<file path="config.mk">
export PLATFORM = sky130hd
export DESIGN_NAME = dadc_out_ctrl
export DESIGN_NICKNAME = d
export VERILOG_FILES = /design/src/rtl/dadc_pkg.sv /design/src/rtl/dadc_fmt.sv /design/src/rtl/dadc_out_ctrl.sv
export SDC_FILE = /design/constraint.sdc
export NUM_CORES = 1
export LEC_CHECK = 0
export BUFFER_PORTS_ARGS = -buffer_cell sky130_fd_sc_hd__clkbuf_2
export CORE_MARGIN = 1.5
export CORE_UTILIZATION = 35
export CTS_CLUSTER_DIAMETER = 150
export CTS_CLUSTER_SIZE = 20
export DETAILED_ROUTE_END_ITERATION = 7
export PLACE_DENSITY = 0.71
export RECOVER_POWER = 25
export SLEW_MARGIN = 20
export SYNTH_ARGS = -nofsm -noshare
export SYNTH_HDL_FRONTEND = slang
export SYNTH_SLANG_ARGS = --single-unit
</file>
<file path="constraint.sdc">
create_clock -name clock -period 1.43 [get_ports clock]
set_input_delay 0.2145 -clock clock [delete_from_list [all_inputs] [get_ports clock]]
set_output_delay 0.2145 -clock clock [all_outputs]
set_load 0.005 [all_outputs]
</file>
<file path="src/rtl/dadc_pkg.sv">
// Constants shared by the dual converter output control.
// Assumes every user imports the whole package.
package dadc_pkg;
  // ==========================================================
  // Result word
  localparam int RES_W = 12;
  localparam int RES_MSB = 11;
  localparam logic [11:0] RES_RST = 12'h000;

  // ==========================================================
  // Three-level strap codes after the pad comparators
  localparam logic [1:0] STRAP_LOW = 2'h0;
  localparam logic [1:0] STRAP_MID = 2'h1;
  localparam logic [1:0] STRAP_HIGH = 2'h2;
  localparam logic [1:0] STRAP_RST = 2'h0;

  // ==========================================================
  // Conversion clock figure the far side must keep to, in MHz
  localparam int CONV_CLK_MHZ = 80;
  localparam int SYS_CLK_MHZ = 20;
endpackage : dadc_pkg

</file>
<file path="src/rtl/dadc_fmt.sv">
// Number format stage for one channel result.
// Assumes the incoming code is offset binary.
`timescale 1ns/1ps
`default_nettype none
module dadc_fmt
  import dadc_pkg::*;
(
  // Code in
  input wire logic [RES_W-1:0] code_in,
  input wire logic twos_sel,
  // Code out
  output logic [RES_W-1:0] code_out
);
  // ==========================================================
  // Offset binary to two's complement is an MSB flip
  always_comb begin
    code_out = code_in;
    code_out[RES_MSB] = code_in[RES_MSB] ^ twos_sel;
  end
endmodule // dadc_fmt
`default_nettype wire

</file>
<file path="src/rtl/dadc_out_ctrl.sv">
// Output control of a dual 12-bit converter: strap decode, format,
// per-channel enables and the ready strobe.
// Assumes a core delivering offset binary codes on the system clock;
// pins and the conversion clock arrive asynchronously.
`timescale 1ns/1ps
`default_nettype none
module dadc_out_ctrl
  import dadc_pkg::*;
(
  // Clock and reset
  input wire logic clock,
  input wire logic srst,
  // Conversion core
  input wire logic conv_clk_in,
  input wire logic [RES_W-1:0] core_a_code,
  input wire logic [RES_W-1:0] core_b_code,
  // Control pins
  input wire logic [1:0] format_or_strobe_strap,
  input wire logic chan_a_enable_or_format,
  input wire logic chan_b_enable_or_ready_strobe_i,
  output logic chan_b_enable_or_ready_strobe_o,
  output logic chan_b_enable_or_ready_strobe_oe,
  input wire logic power_down_in,
  // Result buses
  output logic [RES_W-1:0] chan_a_result,
  output logic chan_a_result_oe,
  output logic [RES_W-1:0] chan_b_result,
  output logic chan_b_result_oe
);
  // ==========================================================
  // State
  typedef struct packed {
    logic cclk_m;
    logic cclk_s;
    logic cclk_p;
    logic [1:0] strap_m;
    logic [1:0] strap_s;
    logic ena_m;
    logic ena_s;
    logic enb_m;
    logic enb_s;
    logic pwrdn_m;
    logic pwrdn_s;
    logic [RES_W-1:0] res_a;
    logic [RES_W-1:0] res_b;
    logic oe_a;
    logic oe_b;
    logic strobe;
    logic strobe_oe;
  } dadc_state_s;

  dadc_state_s st_q;
  dadc_state_s st_d;
  logic conv_rise;
  logic strobe_mode;
  logic twos_sel;
  logic [RES_W-1:0] fmt_a;
  logic [RES_W-1:0] fmt_b;

  function automatic logic is_strobe_mode(input logic [1:0] strap);
    return strap == STRAP_MID;
  endfunction

  // ==========================================================
  // Mode and format decode
  assign conv_rise = st_q.cclk_s & ~st_q.cclk_p;
  assign strobe_mode = is_strobe_mode(st_q.strap_s);
  // Any code other than mid or low counts as a full high level
  assign twos_sel = strobe_mode ? st_q.ena_s : (st_q.strap_s != STRAP_LOW);

  dadc_fmt u_fmt_a (
    .code_in(core_a_code),
    .twos_sel(twos_sel),
    .code_out(fmt_a)
  );

  dadc_fmt u_fmt_b (
    .code_in(core_b_code),
    .twos_sel(twos_sel),
    .code_out(fmt_b)
  );

  // ==========================================================
  // Next state
  always_comb begin
    st_d = st_q;
    st_d.cclk_m = conv_clk_in;
    st_d.cclk_s = st_q.cclk_m;
    st_d.cclk_p = st_q.cclk_s;
    st_d.strap_m = format_or_strobe_strap;
    st_d.strap_s = st_q.strap_m;
    st_d.ena_m = chan_a_enable_or_format;
    st_d.ena_s = st_q.ena_m;
    st_d.enb_m = chan_b_enable_or_ready_strobe_i;
    st_d.enb_s = st_q.enb_m;
    st_d.pwrdn_m = power_down_in;
    st_d.pwrdn_s = st_q.pwrdn_m;
    // Power-down freezes the words rather than floating them
    if (conv_rise && !st_q.pwrdn_s) begin
      st_d.res_a = fmt_a;
      st_d.res_b = fmt_b;
    end
    if (strobe_mode) begin
      st_d.oe_a = 1'h1;
      st_d.oe_b = 1'h1;
      st_d.strobe_oe = 1'h1;
      // Low while the clock is high, so a new word meets the falling edge
      st_d.strobe = ~st_q.cclk_s & ~st_q.pwrdn_s;
    end else begin
      st_d.oe_a = ~st_q.ena_s;
      st_d.oe_b = ~st_q.enb_s;
      st_d.strobe_oe = 1'h0;
      st_d.strobe = 1'h0;
    end
  end

  always_ff @(posedge clock) begin
    if (srst) begin
      st_q <= '0;
      st_q.strap_m <= STRAP_RST;
      st_q.strap_s <= STRAP_RST;
      st_q.res_a <= RES_RST;
      st_q.res_b <= RES_RST;
    end else begin
      st_q <= st_d;
    end
  end

  // ==========================================================
  // Outputs
  assign chan_a_result = st_q.res_a;
  assign chan_b_result = st_q.res_b;
  assign chan_a_result_oe = st_q.oe_a;
  assign chan_b_result_oe = st_q.oe_b;
  assign chan_b_enable_or_ready_strobe_o = st_q.strobe;
  assign chan_b_enable_or_ready_strobe_oe = st_q.strobe_oe;

  logic take;
  assign take = conv_rise && !st_q.pwrdn_s;
endmodule // dadc_out_ctrl
`default_nettype wire

</file>
After elaboration in Yosys (flattened, before gate mapping) --
Cells that the tools add are included.
Cells by class: add/subtract/negate cells 0, multipliers 0, divide/modulo/power cells 0, $lt $le $gt $ge 0, eq/ne operators 1, shifts and indexed selects 0, muxes and demuxes 2, bitwise operators 10, reductions and logical operators 4
Operators by type and width (number):
- $not A1 Y1 | 6
- $mux W4 | 1
- $and A1 B1 Y1 | 2
- $eq A2 B1 Y1 const B | 1
- $reduce_bool A2 Y1 | 1
- $reduce_or A2 Y1 | 1
- $xor A1 B1 Y1 | 2
- $logic_and A1 B1 Y1 | 1
- $logic_not A1 Y1 | 1
- $mux W1 | 1
Word-level totals: register bits after elaboration 41, latch bits 0, RAM bits 0, ROM bits 0, bits of input ports 32, output and inout port bits 28, logic and storage cells 34, memories kept 0

Depth between registers and ports, before layout --
word-level depth 3, gate-level depth with buffers 5, mapped depth without buffers 3

By module --
Synthesis repeated with hierarchy kept, for this count alone.
Unflattened totals: cell total of the unflattened synthesis 191, area total of the unflattened synthesis 1940.6 µm²
By module, submodules not included:
- dadc_out_ctrl | times used 1, cells an instance 167, area each 1757.9 µm², sequential area each 820.8 µm²
- dadc_fmt | times used 2, cells an instance 12, area each 91.3 µm², sequential area each 0.0 µm²

Worst setup path before layout --
No wires, ideal clock.
path type register to register, start point register st_q, in the netlist st_d[38], end point register st_q, in the netlist chan_a_result[8], library setup time 132 ps, arrival time 1062 ps, required time 1298 ps, path slack 236 ps, stages on the path, launching flop included 6, buffers on the path 2, clock period less this slack 1194 ps, cell sequence dfxtp_1 -> or3b_1 -> buf_6 -> buf_6 -> nand2_2 -> a21oi_1
Between the ends: longest elaborated chain between the ends 2
RTL lines:
- start, declared | line dadc_out_ctrl.sv:52 | dadc_state_s st_q;
- start signal, assigned | line dadc_out_ctrl.sv:125 | st_q <= st_d;
- $and A1 B1 Y1 | line dadc_out_ctrl.sv:66 | assign conv_rise = st_q.cclk_s & ~st_q.cclk_p;
- $logic_and A1 B1 Y1
No other way between the ends. A chain may end at the register's enable or synchronous reset.

Final worst setup path --
start point register st_q, in the netlist st_d[38], end point register st_q, in the netlist chan_a_result[7]
Same word-level chain as after synthesis.

==> summary.md <==
| Metric | Value |
|---|---|
| Setup_tns | `0 ns` |
| WL/cell | `a little under 10 um` |
| Measured slew at the worst slew-check pin | `slightly below 0.8 ns` |
| First-pass GRT wire length | `about 4300 um` |
| Die Height | `about 70 um` |
| Pleak | `roughly 0.8 nW` |
| Routed via count | `between 1000 and 1500` |
| Reg2reg path depth | `4` |
| Min Clock Period, post-route | `between 1 and 1.5 ns` |
| CTS resizes | `0` |
| Tcrit/Tclk final | `between 80% and 90%` |
| Clock share of power | `39.0%` |
| Net Sw Frac | `20.5%` |
| Largest net degree at the start of global routing | `42` |
| Syn_nets | `203` |
| Nets@finish | `approximately 240` |
| Vias in the first global route | `roughly 1000` |
| Max Buffers Root-to-Sink | `2` |
| Placed cells | `approximately 250` |
| Total chip power | `around 2.2 mW` |
| Top_reg_cell synth | `dfxtp_1` |
| Drt pass-1 iters | `3` |
| Hold Crit Depth | `2` |
| Register area | `821 um^2` |
| Run status | `complete, no violations` |
| Total GRT Usage | `11.5%` |
| Remaining global-route overflow | `0` |
| Initial core utilization | `35.9%` |
| Antenna Nets Post-Route | `0` |
| Post-CTS Hold Fix Bufs | `0` |
| CP max FO | `24` |
| Core area | `4320 um^2` |
| # IOs | `60` |
| Worst Hold Class | `in2reg` |
| Reg power frac | `around 54%` |
| Initial antenna violation count | `0` |
| Area Overhead vs Synth | `16.0%` |
| Area share of the largest cell type after synthesis | `approximately 53%` |
| DP Wirelength | `around 1800 um` |
| Rows | `24` |
| Endpoints failing setup | `0` |
| CTS tree | `yes` |
| DRC Markers | `0` |
| Crit Path Class | `reg2reg` |
| Die area | `approximately 4800 um^2` |
| PwrDens | `1240 nW/um^2` |
| Vias/cell | `roughly 4.2` |
| Max cap viols | `0` |
| H-tree depth | `2` |
| Ys Warns | `0` |
| Slew Limit Fails | `0` |
| Hold_sp | `conv_clk_in` |
| Post-synth top area cell | `dfxtp_1` |
| Final core utilization | `about two fifths` |
| CTS sink count | `~40` |
| GPL Wtd Cong | `0.635` |
| Synth async-reset ratio | `0%` |
| Number of I/O port buffers | `just under 60` |
| Worst hold slack | `about 0.13 ns` |
| Cell-internal power | `1.77 mW` |
| Final std cells w/o fill | `approximately 260` |
| Root buf cell | `clkbuf_8` |
| VDD IR max | `around 0.00080 V` |
| Post-synth EDFFs | `0` |
| Largest cells by area after synthesis | `dfxtp_1 (53%), buf_4 (12%), nand2_1 (8.7%), a21oi_1 (7.7%), nor2b_1 (5.2%)` |
| Critical R2R Launch | `st_d[38]` |
| P_sw | `approximately 0.46 mW` |
| Syn_area_per_cell | `approximately 9.1 um^2` |
| Max Fclk | `approximately 790 MHz` |
| WHS Endpoint | `st_d[39]` |
| Synth cell types | `19` |
| WP data arrival | `1.40 ns` |
| Startpoint types | `register` |
| Synth Cell Area | `1550 um^2` |
| Post-Syn Instances | `171` |
| Die W | `approximately 70 um` |
| Critical path required time | `~1.6 ns` |
| Post-Route WL | `~2500 um` |
| Final Hold Viols | `0` |
| Layout cells sized above 1 | `about two fifths` |
| Sequential element share of the synthesized area | `between 50 and 60%` |
| CTS Buf Count | `5` |
| Skew-Pair Late Insertion Delay | `around 0.28 ns` |
| Critical R2R Capture | `chan_a_result[7]` |
| FF-to-FF setup slack | `between 0.15 and 0.2 ns` |
| # diodes | `0` |
| Initial DRC Count | `30` |
| Clk_skew | `roughly 0.0057 ns` |
| CP Capture Type | `register` |
| Post-synthesis sequential element count | `41` |
| Multi-input logic area | `slightly below 500 um^2` |
| Setup Buffers After CTS | `0` |
| Number of fill cells in the layout | `around 460` |
| RSZ-0062 raised after global routing | `false` |
| Slew HR | `47.8%` |
| Combinational Power Share | `approximately 7.0%` |
| Clock transition at path regs | `around 0.07 ns` |
stage by stage:
stage,setup WS [ns],cell area (um^2)
final,0.161,1800
after global routing,0.0891,1800
after CTS,0.174,1800
after detailed placement,0.180,1700
after global placement,0.214,1700
after floorplan,0.236,1550
cells in the final DEF, fill, tap and decap left out, types with 2 or more instances in the layout:
| cell | instances |
|---|---|
| a21oi_1 | 24 |
| o22ai_1 | 2 |
| nor2b_1 | 13 |
| clkbuf_2 | 59 |
| nand2_2 | 10 |
| clkbuf_8 | 5 |
| o21ai_0 | 2 |
| nand2_1 | 36 |
| buf_4 | 3 |
| and2_1 | 2 |
| dfxtp_1 | 41 |
cells by family after synthesis:
group	after synthesis	share of synthesized area [%]
simple gates	67	21.8
compound gates	29	9.68
flops	41	52.9
buf+inv	34	15.6
worst max-delay path, cell delays in order (launching register included):
cell	delay [ns]
dfxtp_1	0.36
or3b_1	0.35
buf_4	0.24
nand2_1	0.11
a21oi_1	0.07
layer usage:
layer	global-route usage, %	vias to the layer above	wire [um]
met5	0	-	0
met4	7.84	0	15
met3	4.80	2	210
met2	18.5	37	1200
met1	12.2	452	1090
li1	-	589	-
area by class of cell:
class                           count  share of cell area [%]
Tap cell                           52                    3.62
Multi-Input combinational cell     96                    27.1
Clock inverter                      2                    1.95
Clock buffer                        5                    3.82
Timing Repair Buffer               63                    17.9
Sequential cell                    41                    45.6
registers in the layout (all words and copies together) (netlist names):
name / cells
chan_a_result: 12
chan_a_result_oe: 1
chan_b_enable_or_ready_strobe_o: 1
chan_b_enable_or_ready_strobe_oe: 1
chan_b_result: 12
chan_b_result_oe: 1
st_d: 7
st_q: 6
how the worst max path moves through the flow:
| stage | startpoint | endpoint | slack (ns) | cells past startpoint |
|---|---|---|---|---|
| 2_1_floorplan | st_d[38] | chan_a_result[8] | 0.24 | 5 |
| 3_3_place_gp | st_q[38] | chan_b_result[11] | 0.21 | 4 |
| 3_5_place_dp | st_d[38] | chan_a_result[7] | 0.18 | 4 |
| 4_1_cts | st_q[38] | chan_a_result[7] | 0.17 | 4 |
| 5_1_grt | st_q[38] | chan_b_result[11] | 0.09 | 4 |
| 6_report | st_d[38] | chan_a_result[7] | 0.16 | 4 |
synth_stat cells, types with 2 or more instances:
| master | count |
|---|---|
| nand2_1 | 36 |
| o21ai_0 | 2 |
| buf_6 | 3 |
| buf_2 | 2 |
| a21oi_1 | 24 |
| clkbuf_1 | 5 |
| o22ai_1 | 2 |
| buf_4 | 24 |
| nand2_2 | 10 |
| dfxtp_1 | 41 |
| nor2b_1 | 13 |
| and2_1 | 2 |
power groups by stage:
| stage | registers, mW | clock network, mW | logic (mW) |
|---|---|---|---|
| 4_1_cts | 1.20 | 0.913 | 0.162 |
| 3_5_place_dp | 1.23 | 0 | 0.161 |
| 5_1_grt | 1.21 | 0.962 | 0.178 |
| 6_report | 1.20 | 0.868 | 0.156 |
| 2_1_floorplan | 1.23 | 0 | 0.113 |
| 3_3_place_gp | 1.23 | 0 | 0.158 |
(Power assumes the default switching activity.)
